===== config.mk =====
export PLATFORM = sky130hd
export DESIGN_NAME = pwb_top
export DESIGN_NICKNAME = d
export VERILOG_FILES = /design/src/hdl/pwb_pkg.sv /design/src/hdl/pwb_top.sv
export VERILOG_INCLUDE_DIRS = /design/src /design/src/hdl
export SDC_FILE = /design/constraint.sdc
export NUM_CORES = 1
export LEC_CHECK = 0
export BUFFER_PORTS_ARGS = -buffer_cell sky130_fd_sc_hd__buf_2
export CAP_MARGIN = 15
export CORE_ASPECT_RATIO = 1.4
export CORE_UTILIZATION = 40
export CTS_CLUSTER_DIAMETER = 60
export DETAILED_ROUTE_END_ITERATION = 8
export GPL_ROUTABILITY_DRIVEN = 0
export SLEW_MARGIN = 20
export SYNTH_ARGS = -nofsm -noshare
export SYNTH_HDL_FRONTEND = slang
export SYNTH_SLANG_ARGS = --single-unit

===== constraint.sdc =====
create_clock -name mclk -period 2.9 [get_ports mclk]
set_clock_uncertainty 0.15 [all_clocks]
set_input_delay 0.58 -clock mclk [delete_from_list [all_inputs] [get_ports mclk]]
set_output_delay 0.58 -clock mclk [all_outputs]
set_load 0.01 [all_outputs]

===== src/hdl/pwb_consts.svh =====
// Purpose: Offsets, field positions, reset values and timing for the pulse-width timer and buzzer
// Assumes: APB with 32-bit data, one aligned word per register
// Notes: Bit positions index the low byte of the 32-bit word
// Behaviour
// - Mode pair bits 7 and 6 both one selects pulse-width measurement.
// - Counter counts system, system/4, low-frequency or timer clock; system sources prescaled.
// - In pulse-width mode, setting run bit 4 only arms; counting starts at first active pin edge.
// - Edge bit 3 low: start on falling edge, stop and clear run on rise.
// - Edge bit high: start on rising edge, stop and clear run on fall.
// - Run bit self-clears only in pulse-width mode; otherwise only software clears it.
// - After auto stop count is held and pin ignored until run set again.
// - Start and stop follow detected pin transitions, never static levels.
// - Overflow raises request, reloads from preload and keeps counting.
// - Each overflow sets request flag; interrupt output only when enable set.
// - Overflow during power-down with request flag clear gives wake-up regardless of interrupt enable.
// - Pin events take effect at the next system clock after synchronising, not at the next timer clock pulse.
// - Counter read or preload write inhibits the counting clock.
// - Buzzer is timer zero or one overflow divided by two, chosen by source select.
// - With both buzzer pins outputs and first pin data 1, second pin is the exact inverse of the first.
// - Both buzzer pins outputs: first pin data 1 enables, 0 forces both low.
// - Second pin data bit has no effect on the inverted buzzer output.
// - Direction bit high makes a buzzer pin an input; lone second pin then non-inverted.
// - Function register bit 1 second pin, bit 0 first pin; both reset to I/O.
`ifndef PWB_CONSTS_SVH
`define PWB_CONSTS_SVH

`define PWB_OFS_CTRL     8'h00
`define PWB_OFS_PRELOAD  8'h04
`define PWB_OFS_COUNT    8'h08
`define PWB_OFS_STATUS   8'h0c
`define PWB_OFS_CTRL2    8'h10
`define PWB_OFS_PINFN    8'h14
`define PWB_OFS_PORTDIR  8'h18
`define PWB_OFS_PORTDAT  8'h1c

`define PWB_CTRL_MODE_HI 7
`define PWB_CTRL_MODE_LO 6
`define PWB_CTRL_RUN     4
`define PWB_CTRL_EDGE    3
`define PWB_CTRL_PSC_HI  2
`define PWB_CTRL_RST     8'h08
`define PWB_MODE_TIMER   2'b10
`define PWB_MODE_PWIDTH  2'b11

`define PWB_CTRL2_IEN    0
`define PWB_CTRL2_BZSRC  1
`define PWB_CTRL2_CSEL   2
`define PWB_CSEL_SYS     2'b00
`define PWB_CSEL_SYS4    2'b01
`define PWB_CSEL_LF      2'b10
`define PWB_CSEL_TCK     2'b11

`define PWB_PINFN_FIRST  0
`define PWB_PINFN_SECOND 1
`define PWB_PIN_FIRST    1
`define PWB_PIN_SECOND   2
`define PWB_PORTDIR_RST  8'hff

`define PWB_SYS4_DIV     2'b11

`endif


===== src/hdl/pwb_pkg.sv =====
// Purpose: Types for the pulse-width timer and buzzer
// Assumes: Constants live in pwb_consts.svh
// Notes: One-hot state codes
package pwb_pkg;
    typedef enum logic [2:0] {
        PWB_IDLE  = 3'b001,
        PWB_ARMED = 3'b010,
        PWB_COUNT = 3'b100
    } pwb_state_t;
endpackage


===== src/hdl/pwb_top.sv =====
// Purpose: Pulse-width measuring timer with overflow reload, request flag and buzzer pins
// Assumes: APB slave on mclk; pin inputs asynchronous
// Notes: Zero-wait APB; counter width is a parameter
`timescale 1ns/1ns
`include "pwb_consts.svh"
module pwb_top #(
    parameter int CNT_W = 8
) (
    // Clock and reset
    input wire logic mclk,
    input wire logic rst,
    // APB slave
    input wire logic psel,
    input wire logic penable,
    input wire logic pwrite,
    input wire logic [7:0] paddr,
    input wire logic [31:0] pwdata,
    output logic [31:0] prdata,
    output logic pready,
    output logic pslverr,
    // Timer pins and clocks
    input wire logic timer_input_pin,
    input wire logic low_frequency_clock,
    input wire logic timer_clock_input,
    // System side
    input wire logic power_down,
    input wire logic other_timer_ovf,
    output logic timer_irq,
    output logic wakeup,
    output logic overflow,
    // Buzzer port pins
    input wire logic first_pin_in,
    output logic first_pin_out,
    output logic first_pin_oe,
    input wire logic second_pin_in,
    output logic second_pin_out,
    output logic second_pin_oe
);
    logic [7:0] ctrl_q;
    logic [7:0] ctrl2_q;
    logic [7:0] pinfn_q;
    logic [7:0] portdir_q;
    logic [7:0] portdat_q;
    logic [CNT_W-1:0] preload_q;
    logic [CNT_W-1:0] count_q;
    logic flag_q;
    logic buzz_q;
    logic ovf_q;
    logic irq_q;
    logic wake_q;
    logic [31:0] prdata_q;
    logic pready_q;
    logic pslverr_q;
    logic p1_out_q;
    logic p1_oe_q;
    logic p2_out_q;
    logic p2_oe_q;
    pwb_pkg::pwb_state_t state_q;

    // Synchronisers: stage one feeds stage two only
    logic [4:0] sync1_q;
    logic [4:0] sync2_q;
    logic [1:0] edge_hist_q;
    always_ff @(posedge mclk) begin
        if (rst) begin
            // Timer pin idles high through its pull-up; other inputs idle low
            sync1_q <= 5'h01;
            sync2_q <= 5'h01;
        end else begin
            sync1_q <= {second_pin_in, first_pin_in, timer_clock_input,
                        low_frequency_clock, timer_input_pin};
            sync2_q <= sync1_q;
        end
    end
    logic pin_s;
    logic pin_prev_q;
    assign pin_s = sync2_q[0];
    always_ff @(posedge mclk) begin
        if (rst) begin
            pin_prev_q <= 1'b1;
            edge_hist_q <= 2'b00;
        end else begin
            pin_prev_q <= pin_s;
            edge_hist_q <= sync2_q[2:1];
        end
    end

    // Bus decode
    logic acc;
    logic wr;
    logic mapped;
    assign acc = psel & penable & pready_q;
    assign wr = acc & pwrite;
    always_comb begin
        unique case (paddr)
            `PWB_OFS_CTRL, `PWB_OFS_PRELOAD, `PWB_OFS_COUNT, `PWB_OFS_STATUS,
            `PWB_OFS_CTRL2, `PWB_OFS_PINFN, `PWB_OFS_PORTDIR, `PWB_OFS_PORTDAT: mapped = 1'b1;
            default: mapped = 1'b0;
        endcase
    end

    // Field views
    logic [1:0] mode;
    logic run;
    logic edge_sel;
    logic [2:0] psc;
    logic [1:0] csel;
    logic pw_mode;
    assign mode = ctrl_q[`PWB_CTRL_MODE_HI:`PWB_CTRL_MODE_LO];
    assign run = ctrl_q[`PWB_CTRL_RUN];
    assign edge_sel = ctrl_q[`PWB_CTRL_EDGE];
    assign psc = ctrl_q[`PWB_CTRL_PSC_HI:0];
    assign csel = ctrl2_q[`PWB_CTRL2_CSEL+1:`PWB_CTRL2_CSEL];
    assign pw_mode = (mode == `PWB_MODE_PWIDTH);

    // Transitions, not levels, drive start and stop
    logic rise;
    logic fall;
    logic start_edge;
    logic stop_edge;
    assign rise = pin_s & ~pin_prev_q;
    assign fall = ~pin_s & pin_prev_q;
    assign start_edge = edge_sel ? rise : fall;
    assign stop_edge = edge_sel ? fall : rise;

    // Counting clock: source pick, then prescaler for system-derived sources
    logic [1:0] div4_q;
    logic [6:0] pre_q;
    logic src_tick;
    logic sys_src;
    logic [6:0] pmask;
    logic tick;
    logic inhibit;
    always_ff @(posedge mclk) begin
        if (rst) begin
            div4_q <= 2'b00;
        end else begin
            div4_q <= div4_q + 2'b01;
        end
    end
    assign sys_src = (csel == `PWB_CSEL_SYS) | (csel == `PWB_CSEL_SYS4);
    always_comb begin
        unique case (csel)
            `PWB_CSEL_SYS: src_tick = 1'b1;
            `PWB_CSEL_SYS4: src_tick = (div4_q == `PWB_SYS4_DIV);
            `PWB_CSEL_LF: src_tick = edge_hist_q[0] & ~sync2_q[1];
            `PWB_CSEL_TCK: src_tick = edge_hist_q[1] & ~sync2_q[2];
        endcase
    end
    always_ff @(posedge mclk) begin
        if (rst) begin
            pre_q <= 7'h00;
        end else if (src_tick) begin
            pre_q <= pre_q + 7'h01;
        end
    end
    // Prescaler runs free, so a measurement may come out one tick short
    assign pmask = 7'(({7'h00, 1'b1} << psc) - 8'h01);
    // Reads of the counter and preload writes stall counting; a tick may be lost
    assign inhibit = psel & (((paddr == `PWB_OFS_COUNT) & ~pwrite)
                             | ((paddr == `PWB_OFS_PRELOAD) & pwrite));
    assign tick = src_tick & (~sys_src | ((pre_q & pmask) == pmask)) & ~inhibit;

    // Pulse-width sequencing
    logic auto_stop;
    assign auto_stop = (state_q == pwb_pkg::PWB_COUNT) & stop_edge;
    always_ff @(posedge mclk) begin
        if (rst) begin
            state_q <= pwb_pkg::PWB_IDLE;
        end else begin
            unique case (state_q)
                pwb_pkg::PWB_IDLE: begin
                    if (run && pw_mode) begin
                        state_q <= pwb_pkg::PWB_ARMED;
                    end
                end
                pwb_pkg::PWB_ARMED: begin
                    if (!run || !pw_mode) begin
                        state_q <= pwb_pkg::PWB_IDLE;
                    end else if (start_edge) begin
                        state_q <= pwb_pkg::PWB_COUNT;
                    end
                end
                pwb_pkg::PWB_COUNT: begin
                    if (!run || !pw_mode || stop_edge) begin
                        state_q <= pwb_pkg::PWB_IDLE;
                    end
                end
                default: state_q <= pwb_pkg::PWB_IDLE;
            endcase
        end
    end

    // Control register; software set of run beats the automatic clear
    always_ff @(posedge mclk) begin
        if (rst) begin
            ctrl_q <= `PWB_CTRL_RST;
        end else if (wr && paddr == `PWB_OFS_CTRL) begin
            ctrl_q <= pwdata[7:0] & 8'hdf;
        end else if (auto_stop && pw_mode) begin
            ctrl_q[`PWB_CTRL_RUN] <= 1'b0;
        end
    end

    always_ff @(posedge mclk) begin
        if (rst) begin
            ctrl2_q <= 8'h00;
            pinfn_q <= 8'h00;
            portdir_q <= `PWB_PORTDIR_RST;
            portdat_q <= 8'h00;
            preload_q <= '0;
        end else if (wr) begin
            if (paddr == `PWB_OFS_CTRL2) ctrl2_q <= pwdata[7:0] & 8'h0f;
            if (paddr == `PWB_OFS_PINFN) pinfn_q <= pwdata[7:0] & 8'h03;
            if (paddr == `PWB_OFS_PORTDIR) portdir_q <= pwdata[7:0];
            if (paddr == `PWB_OFS_PORTDAT) portdat_q <= pwdata[7:0];
            if (paddr == `PWB_OFS_PRELOAD) preload_q <= pwdata[CNT_W-1:0];
        end
    end

    // Counter: ticks only count while in the counting state or timer mode running
    logic counting;
    logic ovf;
    assign counting = (state_q == pwb_pkg::PWB_COUNT)
                      | ((mode == `PWB_MODE_TIMER) & run);
    assign ovf = counting & tick & (count_q == {CNT_W{1'b1}});
    always_ff @(posedge mclk) begin
        if (rst) begin
            count_q <= '0;
        end else if (wr && paddr == `PWB_OFS_COUNT) begin
            count_q <= pwdata[CNT_W-1:0];
        end else if (ovf) begin
            count_q <= preload_q;
        end else if (counting && tick) begin
            count_q <= count_q + CNT_W'(1);
        end
    end

    // Request flag: an overflow in the clearing cycle still sets it
    logic flag_wr;
    assign flag_wr = wr & (paddr == `PWB_OFS_STATUS);
    always_ff @(posedge mclk) begin
        if (rst) begin
            flag_q <= 1'b0;
        end else if (ovf) begin
            flag_q <= 1'b1;
        end else if (flag_wr) begin
            flag_q <= pwdata[0];
        end
    end

    always_ff @(posedge mclk) begin
        if (rst) begin
            ovf_q <= 1'b0;
        end else begin
            ovf_q <= ovf;
        end
    end
    always_ff @(posedge mclk) begin
        if (rst) begin
            irq_q <= 1'b0;
        end else begin
            irq_q <= (flag_q | ovf) & ctrl2_q[`PWB_CTRL2_IEN];
        end
    end
    // Wake-up ignores the interrupt enable; a flag already high before halt masks it
    always_ff @(posedge mclk) begin
        if (rst) begin
            wake_q <= 1'b0;
        end else begin
            wake_q <= ovf & power_down & ~flag_q;
        end
    end

    // Buzzer divide-by-two
    logic buzz_ovf;
    assign buzz_ovf = ctrl2_q[`PWB_CTRL2_BZSRC] ? other_timer_ovf : ovf;
    always_ff @(posedge mclk) begin
        if (rst) begin
            buzz_q <= 1'b0;
        end else if (buzz_ovf) begin
            buzz_q <= ~buzz_q;
        end
    end

    // Pin muxing
    logic fn1;
    logic fn2;
    logic in1;
    logic in2;
    logic d1;
    logic d2;
    assign fn1 = pinfn_q[`PWB_PINFN_FIRST];
    assign fn2 = pinfn_q[`PWB_PINFN_SECOND];
    assign in1 = portdir_q[`PWB_PIN_FIRST];
    assign in2 = portdir_q[`PWB_PIN_SECOND];
    assign d1 = portdat_q[`PWB_PIN_FIRST];
    assign d2 = portdat_q[`PWB_PIN_SECOND];
    // First pin: buzzer gated by its own data bit, or plain port output
    always_ff @(posedge mclk) begin
        if (rst) begin
            p1_out_q <= 1'b0;
            p1_oe_q <= 1'b0;
        end else begin
            p1_oe_q <= ~in1;
            p1_out_q <= fn1 ? (d1 & buzz_q) : d1;
        end
    end
    always_ff @(posedge mclk) begin
        if (rst) begin
            p2_out_q <= 1'b0;
            p2_oe_q <= 1'b0;
        end else begin
            p2_oe_q <= ~in2;
            if (fn2) begin
                // Second pin gated by first pin's data only
                p2_out_q <= d1 & (in1 ? buzz_q : ~buzz_q);
            end else begin
                p2_out_q <= d2;
            end
        end
    end

    // APB: zero-wait, answer prepared in setup phase
    logic [31:0] rd;
    always_comb begin
        rd = 32'h0000_0000;
        unique case (paddr)
            `PWB_OFS_CTRL: rd[7:0] = ctrl_q;
            `PWB_OFS_PRELOAD: rd[CNT_W-1:0] = preload_q;
            `PWB_OFS_COUNT: rd[CNT_W-1:0] = count_q;
            `PWB_OFS_STATUS: rd[3:0] = {sync2_q[4:3], state_q == pwb_pkg::PWB_COUNT, flag_q};
            `PWB_OFS_CTRL2: rd[7:0] = ctrl2_q;
            `PWB_OFS_PINFN: rd[7:0] = pinfn_q;
            `PWB_OFS_PORTDIR: rd[7:0] = portdir_q;
            `PWB_OFS_PORTDAT: rd[7:0] = portdat_q;
            default: rd = 32'h0000_0000;
        endcase
    end
    always_ff @(posedge mclk) begin
        if (rst) begin
            pready_q <= 1'b0;
        end else begin
            pready_q <= psel & ~penable;
        end
    end
    // Unmapped offsets answer with an error; writes there change nothing
    always_ff @(posedge mclk) begin
        if (rst) begin
            pslverr_q <= 1'b0;
        end else begin
            pslverr_q <= psel & ~penable & ~mapped;
        end
    end
    always_ff @(posedge mclk) begin
        if (rst) begin
            prdata_q <= 32'h0000_0000;
        end else if (psel && !penable && !pwrite) begin
            prdata_q <= rd;
        end
    end

    assign prdata = prdata_q;
    assign pready = pready_q;
    assign pslverr = pslverr_q;
    assign timer_irq = irq_q;
    assign wakeup = wake_q;
    assign overflow = ovf_q;
    assign first_pin_out = p1_out_q;
    assign first_pin_oe = p1_oe_q;
    assign second_pin_out = p2_out_q;
    assign second_pin_oe = p2_oe_q;
endmodule


Word level (Yosys, flattened, before mapping)
Memory sizes are Yosys's and may differ from the RTL's.
Index checks and enable logic that the tools add are counted.
{"block": "word_totals", "regBits": 89, "rom_bits": 32, "in_bits": 52, "out_inout_bits": 41, "elab_cells": 144, "mem_count": 1}
{"block": "op_classes", "n_addsub": 4, "n_eq_ne": 21, "n_shift": 1, "n_mux": 22, "n_bitwise": 43, "reduce_logical": 25}
{"name": "(no name shown)", "depth": 32, "word_bits": 1, "read_ports": 1, "rd_ports_with_merged_regs": 0, "wr": 0, "line_no": "pwb_top.sv:95", "source": "unique case (paddr)"}
{"op": "== test 8 x 5 -> 1 bit, second input constant", "count": 4}
{"op": "one-hot mux 4 bit (8 select lines)", "count": 1}
{"op": "bitwise AND 1 bit", "count": 24}
{"op": "two-way mux 8 bit", "count": 3}
{"op": "one-hot mux 4 bit (5 select lines)", "count": 1}
{"op": "== test 8 x 4 -> 1 bit, second input constant", "count": 2}
{"op": "inverter 1 bit", "count": 13}
{"op": "two-way mux 3 bit", "count": 4}
{"op": "two-way mux 1 bit", "count": 11}
{"op": "== test 2 bit, second input constant", "count": 5}
{"op": "AND reduction 2 bit", "count": 5}
{"op": "one-hot mux 3 bit (3 select lines)", "count": 1}
{"op": "adder 8 x 1 -> 8 bit, second input constant", "count": 1}
{"op": "== test 8 x 3 -> 1 bit, second input constant", "count": 1}
{"op": "== test 8 bit, second input constant", "count": 1}
{"op": "logical NOT 8 bit", "count": 1}
{"op": "adder 7 x 1 -> 7 bit, second input constant", "count": 1}
{"op": "bitwise AND 7 bit", "count": 1}
{"op": "== test 7 bit", "count": 1}
{"op": "logical AND 1 bit", "count": 7}
{"op": "left shift 1 x 3 -> 7 bit, first input constant", "count": 1}
{"op": "subtractor 7 x 1 -> 7 bit, second input constant", "count": 1}
{"op": "bitwise OR 1 bit", "count": 5}
{"op": "logical NOT 1 bit", "count": 4}
{"op": "other kinds (14)", "count": 17}

Depth between registers and ports, before layout
Gate-level depths: netlist (run 1).
{"block": "logic_depth", "ltp_word": 11, "ltp_mapped": 11, "mapped_depth_nobuf": 10}

Worst setup path after synthesis (run 1)
OpenSTA, ideal clock, no wires.
{"block": "synth_path", "kind": "register -> register", "startpoint": "register ctrl_q[0]", "endpoint": "register buzz_q", "setup_ns": 0.121, "arrival_ns": 2.625, "required_time_ns": 2.629, "setup_slack_ns": 0.003, "path_stages_with_launch": 11, "path_buffers": 1, "period_less_slack_ns": 2.897, "path_cell_list": "dfxtp_1 -> buf_2 -> or3_1 -> ha_1 -> nand4b_1 -> nand2_1 -> a221oi_2 -> o211ai_2 -> or4_4 -> o21a_1 -> mux2_4"}
{"block": "synth_via", "elab_chain_cells": 10}
{"item": "start: declaration", "line_no": "pwb_top.sv:39", "source": "logic [7:0] ctrl_q;"}
{"item": "start signal: assignment", "line_no": "pwb_top.sv:197", "source": "ctrl_q <= `PWB_CTRL_RST;"}
{"item": "start signal: assignment", "line_no": "pwb_top.sv:199", "source": "ctrl_q <= pwdata[7:0] & 8'hdf;"}
{"item": "left shift 1 x 3 -> 7 bit (*)", "line_no": "pwb_top.sv:158", "source": "assign pmask = 7'(({7'h00, 1'b1} << psc) - 8'h01);"}
{"item": "subtractor 7 x 1 -> 7 bit (*)", "line_no": "pwb_top.sv:158"}
{"item": "bitwise AND 7 bit", "line_no": "pwb_top.sv:162", "source": "assign tick = src_tick & (~sys_src | ((pre_q & pmask) == pmask)) & ~inhibit;"}
{"item": "== test 7 bit (*)", "line_no": "pwb_top.sv:162"}
{"item": "bitwise OR 1 bit (*)", "line_no": "pwb_top.sv:162"}
{"item": "bitwise AND 1 bit (*) (2 in a row)", "line_no": "pwb_top.sv:162"}
{"item": "bitwise AND 1 bit (*) (2 in a row)", "line_no": "pwb_top.sv:226", "source": "assign ovf = counting & tick & (count_q == {CNT_W{1'b1}});"}
{"item": "two-way mux 1 bit (*)", "line_no": "pwb_top.sv:277", "source": "assign buzz_ovf = ctrl2_q[`PWB_CTRL2_BZSRC] ? other_timer_ovf : ovf;"}
{"item": "end signal: assignment", "line_no": "pwb_top.sv:282", "source": "buzz_q <= ~buzz_q;"}
{"item": "end: declaration", "line_no": "pwb_top.sv:47", "source": "logic buzz_q;"}
Mark *: on every way between the ends. The rest lies on a longest branch, timed or not.
A chain may end at the register's enable or synchronous reset.

Worst setup path in the final report (run 1)
Same ends and word-level chain as after synthesis.

==> results of run 1 <==
-- flip-flops by register name, summed over array words and instances (netlist names), 3 cells and up --
name and flops:
ctrl_q 7, portdat_q 8, ctrl2_q 4, count_q 8, sync1_q 5, prdata 8
preload_q 8, state_q 3, sync2_q 5, pre_q 7, portdir_q 8
-- power by group --
group | leakage, nW | internal (W) | switching, W
sequential | 0.722 | 0.00124 | 0.0000100
clock | 0.138 | 0.000688 | 0.000478
combinational | 1.13 | 0.0000575 | 0.000104
-- metal layers --
metal | vias up | GRT usage [%] | part of all wire, %
met5 | - | 0 | 0
met4 | 0 | 11.3 | 3.5
met3 | 23 | 2.76 | 4.1
met2 | 97 | 35.0 | 50
met1 | 1723 | 23.8 | 43
li1 | 1814 | - | -
-- path summary, 6_finish.rpt --
kind / start / end / slack [ps]
worst max-delay path: ctrl_q[0]$_SDFFE_PP0P_ / buzz_q$_SDFFE_PP0P_ / 120
worst min-delay path: sync1_q[0]$_SDFF_PP1_ / sync2_q[0]$_SDFF_PP1_ / 260
worst max register to register: ctrl_q[0]$_SDFFE_PP0P_ / buzz_q$_SDFFE_PP0P_ / 120
worst min register to register: sync1_q[0]$_SDFF_PP1_ / sync2_q[0]$_SDFF_PP1_ / 260
-- cell families after synthesis --
family / count (synthesis) / synth area share (%)
xor gates and xnor gates: 10 / 1.97
and+or+nand+nor: 210 / 24.9
other: 1 / 0.0844
muxes: 30 / 8.40
AOI/OAI and AO/OA: 93 / 15.0
adders and majority gates: 4 / 1.13
buffers and inverters: 66 / 8.45
DFF: 89 / 40.1
-- stage by stage --
stage	cell area (sq um)	total power, W	hold WS, ps	worst slack, ps
after floorplan	4530	0.00140	239	3.21
after global placement	4810	0.00144	250	66.3
after detailed placement	4810	0.00144	246	49.3
after CTS	5110	0.00261	262	34.0
after global routing	5110	0.00268	281	0.566
final	5110	0.00258	260	115
-- Yosys cell counts, drive strengths merged, types with 3 or more instances --
library cell	count	area, sq um
a22oi	8	60.1
inv	14	52.6
clkbuf	13	48.8
or2	5	31.3
ha	4	50.1
o211ai	5	47.5
nor4	5	58.8
nand2b	7	43.8
nand2	56	210
nor3b	4	35.0
a211o	9	78.8
xnor2	4	35.0
nand3	16	85.1
nand3b	3	22.5
mux2	5	60.1
nor3	10	55.1
a21oi	28	140
nor2	53	206
xor2	6	52.6
mux4	5	113
a221oi	6	58.8
mux2i	20	200
o21ai	16	83.8
nand4b	3	26.3
nand4	7	43.8
buf	39	274
o221ai	5	61.3
nor2b	28	175
dfxtp	89	1780
-- cells in the final DEF (no fill, tap or decap), types with 3 or more instances in the layout --
| master | n |
|---|---|
| dfxtp_1 | 89 |
| nand2_1 | 56 |
| nor2_1 | 52 |
| buf_2 | 44 |
| nor2b_1 | 28 |
| a21oi_1 | 28 |
| conb_1 | 24 |
| buf_4 | 23 |
| mux2i_1 | 20 |
| nand3_1 | 15 |
| inv_1 | 13 |
| o21ai_0 | 12 |
| a211o_1 | 9 |
| nor3_1 | 9 |
| clkbuf_16 | 9 |
| a22oi_1 | 8 |
| nand4_1 | 7 |
| nand2b_1 | 7 |
| xor2_1 | 6 |
| a221oi_1 | 5 |
| mux4_2 | 5 |
| or2_2 | 4 |
| mux2_2 | 4 |
| xnor2_1 | 4 |
| o221ai_1 | 4 |
| o21ai_1 | 3 |
| nand4b_1 | 3 |
| nor3b_1 | 3 |
| nand3b_1 | 3 |
| o211ai_1 | 3 |
| ha_1 | 3 |
-- cell type report --
| type | instances | area, sq um | area share, % |
|---|---|---|---|
| clock inverters | 4 | 53.8 | 1.05 |
| clock buffers | 11 | 243 | 4.75 |
| inverters | 14 | 52.6 | 1.03 |
| repair buffers | 69 | 433 | 8.47 |
| well taps | 141 | 176 | 3.45 |
| flip-flops and latches | 89 | 1780 | 34.9 |
| multi-input cells | 371 | 2370 | 46.4 |
-- critical path: cells and delay by family (launching register included) --
kind / cells / cell delay [ps]
mux: 1 / 290
fa+ha+maj: 1 / 230
compound gates: 3 / 590
flops: 1 / 310
simple gates: 4 / 1090
==> results.tsv, run 1 <==
stage	metric	value	unit
power	max-vdd-ir-drop	304	uV
route	avgViaCountPerCell	5.23	
hold_path	whs_path_depth	1	
synthesis	ys_seq_area_share	40.1	%
synthesis	syn_area	0.00444	sq mm
power	powerDensity	504	mW/mm^2
synthesis	async_flop_share	0	%
grt	grt_overflow	0	
setup_path	crit_chain	or3_1 -> ha_2 -> nand4b_1 -> nand2_1 -> a221oi_2 -> o211ai_2 -> or4_4 -> o21a_1 -> mux2_4	
route	drc	0	
finish	antenna_cells	0	
finish	final_core_util	47.3	%
setup_path	critPathArrivalTime	2870	ps
placed_design	hpwl	7870	um
route	wl	10900	um
timing	finalSetupTns	0	ps
placed_design	io_buffer_count	44	
route	drt_iter0_markers	187	
outcome	status	complete, no violations	
grt	grt_pass1_wl	18200	um
cts	ctsRootBufferMaster	clkbuf_16	
timing	maxSlewViolCount	0	
finish	n_fill_cell	1076	
cts	cts_max_level	3	
route	dr.pass1.iters	4	
setup_path	cp-end-kind	register	
synthesis	syn_inst	503	
route	drtAntennaViolNets	0	
setup_path	start_kind	register	
synthesis	yosysUniqueCellTypes	68	
timing	min_period	2780	ps
timing	fin_crit_sh	96.0	%
synthesis	syn_avg_cell_area	8.83	sq um
timing	fmax	0.359	GHz
finish	area_growth	15.1	%
cts	clk_latency	340	ps
finish	drive_above_1_share	20.8	%
finish	final_nets	610	
floorplanning	core-area	0.0108	sq mm
setup_path	slowest_delay	570	ps
synthesis	synth_ff_type	dfxtp_1	
synthesis	ys_ff_latch	89	
timing	hold_viol	0	
placed_design	place_inst	684	
power	p_leak	1.99	nW
synthesis	ys_warn_count	0	
cts	tritoncts.num_buffers	9	
setup_path	worst_r2r_path_depth	9	
timing	setup_viol	0	
floorplanning	rows	45	
cts	ctsResizeCount	0	
setup_path	crit_type	register to register	
grt	grt_util_all_layers	20.1	%
floorplanning	io_pins	93	
grt	antenna_found_initial	0	
cts	clkTransAtPathRegs	60	ps
hold_path	hold_path.class	register to register	
cts	clock_path_buffers	2	
route	drt-wirelength-per-cell	15.5	um
synthesis	synth_edf_count	0	
setup_path	slowest_stage	or4_4	
cts	cts_tree	built	
cts	ctsHoldBuffers	0	
grt	grt_pass1_vias	3617	
job	cap_violations	0	
floorplanning	die_h	127	um
cts	cts_setup_buffers	0	
cts	cts.sinks	89	
floorplanning	die_w	91.0	um
route	num_vias	3657	
timing	rsz0062_at_grt	no	
floorplanning	fp.dieArea	0.0115	sq mm
finish	final_cells	699	
setup_path	critical_path_required	2980	ps
setup_path	path_max_fanout	8	
grt	grt_start_max_net_pins	78	
floorplanning	initial_utilization	41.1	%
(Power assumes the default switching activity.)
==> inputs of run 2 (changes only) <==
SETUP_SLACK_MARGIN = 0.3   (was default)
==> run 2 against run 1 <==
Global-route usage decreased by 0.34 points; critical path depth stayed put; combinational power is essentially flat; total power up 4.4%; first-iteration DRC count up 11%; register-to-register slack barely moved; via count is 0.33% higher.
==> results.tsv, run 2 (synthesis results as in run 1) <==
stage	metric	value	unit	change
grt	antenna_found_initial	0		unchanged
cts	ctsHoldBuffers	0		unchanged
timing	worstMarginPinSlew	520	ps	
floorplanning	rows	45		unchanged
finish	drive_above_1_share	24.4	%	+3.6 points
timing	holdWs	262	ps	+2.41 ps
job	cap_violations	0		unchanged
floorplanning	die_w	91.0	um	unchanged
floorplanning	io_pins	93		unchanged
floorplanning	core-area	0.0108	sq mm	unchanged
route	drc	0		unchanged
route	drt-wirelength-per-cell	15.5	um	about the same
cts	ctsRootBufferMaster	clkbuf_16		
route	drtAntennaViolNets	0		unchanged
floorplanning	initial_utilization	41.1	%	unchanged
setup_path	path_max_fanout	3		-5
floorplanning	die_h	127	um	unchanged
timing	hold_viol	0		unchanged
grt	grt_pass1_wl	17800	um	-2.1%
finish	final_nets	612		+0.33%
cts	cts_tree	built		
power	total_power	0.00269	W	+4.4%
setup_path	start_kind	register		
timing	fmax	0.359	GHz	about the same
timing	rsz0062_at_grt	yes		
timing	fin_crit_sh	96.1	%	about the same
placed_design	io_buffer_count	44		unchanged
hold_path	hold_path.class	register to register		
finish	antenna_cells	0		unchanged
timing	finalWorstSetupSlack	114	ps	-1.59 ps
route	avgViaCountPerCell	5.23		-0.10%
finish	layout_commonest_cell	dfxtp_1		
route	dr.pass1.iters	4		unchanged
grt	grt_start_max_net_pins	63		-19%
timing	setup_viol	0		unchanged
route	wl	10900	um	+0.46%
route	drt_iter0_markers	208		+11%
timing	finalSetupTns	0	ps	unchanged
cts	clk_latency	350	ps	about the same
setup_path	critPathArrivalTime	2870	ps	about the same
setup_path	cp-end-kind	register		
placed_design	hpwl	7820	um	-0.61%
timing	maxSlewViolCount	0		unchanged
route	num_vias	3669		+0.33%
setup_path	crit_type	register to register		
setup_path	critical_path_required	2990	ps	about the same
cts	clock_path_buffers	2		unchanged
power	max-vdd-ir-drop	432	uV	+42%
grt	grt_util_all_layers	19.8	%	-0.34 points
finish	area_growth	18.7	%	
placed_design	dp_slack	61.4	ps	+12.1 ps
timing	slew_headroom	65.1	%	
grt	grt_overflow	0		unchanged
cts	cts_max_level	3		unchanged
power	powerDensity	511	mW/mm^2	+1.3%
cts	cts.sinks	89		unchanged
outcome	status	complete, no violations		
finish	n_fill_cell	1044		-3.0%
floorplanning	fp.dieArea	0.0115	sq mm	unchanged
finish	mostFrequentLayoutCells	87 x dfxtp_1, 55 x nand2_1, 51 x nor2_1		
power	p_leak	2.04	nW	+2.4%
grt	grt_pass1_vias	3571		-1.3%
timing	min_period	2790	ps	+1.59 ps
cts	clkTransAtPathRegs	60	ps	about the same
cts	tritoncts.num_buffers	9		unchanged
==> run 2: cell types whose count changed in the layout (fill, tap and decap cells not counted), moves of 2 or more <==
cell     change
dfxtp_1      -2
dfxtp_2      +2
buf_4        -2
a22oi_2      +3
a22oi_1      -3
a21oi_1      -5
buf_6        +4
a21oi_2      +5
==> run 2: final cells by class <==
type | count | area, sq um | area share [%]
clock inverter | 6 | 90.1 | 1.71
multi-input combinational | 371 | 2460 | 46.8
sequential | 89 | 1780 | 33.9
tap | 141 | 176 | 3.35
inverter | 14 | 52.6 | 0.997
clock buffer | 10 | 239 | 4.53
timing repair buffer | 71 | 463 | 8.78
==> run 2: path summary, 6_finish.rpt <==
path                                 to  cells after the start              startpoint  slack, ps
setup / recovery    buzz_q$_SDFFE_PP0P_                      9  ctrl_q[0]$_SDFFE_PP0P_        110
hold / removal    sync2_q[0]$_SDFF_PP1_                      1   sync1_q[0]$_SDFF_PP1_        260
setup reg to reg    buzz_q$_SDFFE_PP0P_                      9  ctrl_q[0]$_SDFFE_PP0P_        110
hold reg to reg   sync2_q[0]$_SDFF_PP1_                      1   sync1_q[0]$_SDFF_PP1_        260
==> run 2: per-layer routing <==
layer,vias up,share of wire [%],global-route usage [%]
li1,1819,-,-
met1,1728,43,23.1
met2,105,50,35.2
met3,17,4.7,3.72
met4,0,2.1,8.59
met5,-,0,0
==> run 2: per-stage QoR <==
stage / instances / instance area [sq um] / utilization [%]
global placement: 680 / 4800 / 44.4
CTS: 700 / 5160 / 47.8
detailed placement: 680 / 4800 / 44.4
finish: 702 / 5270 / 48.8
floorplan: 526 / 4540 / -
global route: 702 / 5270 / 48.8
==> run 2: worst max-delay path, stage by stage (launching register included) <==
cell	delay (ps)
dfxtp_1	310
or3_4	390
ha_4	170
nand4b_1	80
nand2_1	70
a221oi_2	270
o211ai_2	150
or4_4	590
o21a_1	200
mux2_4	290
==> run 2: where the power goes <==
part           total [W]  leakage (nW)  internal [W]  switching [W]
clock network    0.00128         0.159      0.000781       0.000497
logic           0.000163          1.15     0.0000581       0.000105
registers        0.00125         0.723       0.00124      0.0000100
==> run 2: timing repair <==
action	in CTS	in global routing
endpoints found under the setup margin	1	12
setup buffers	4	1
pin swaps	5	12
cloned	0	1
gates resized for setup	3	22
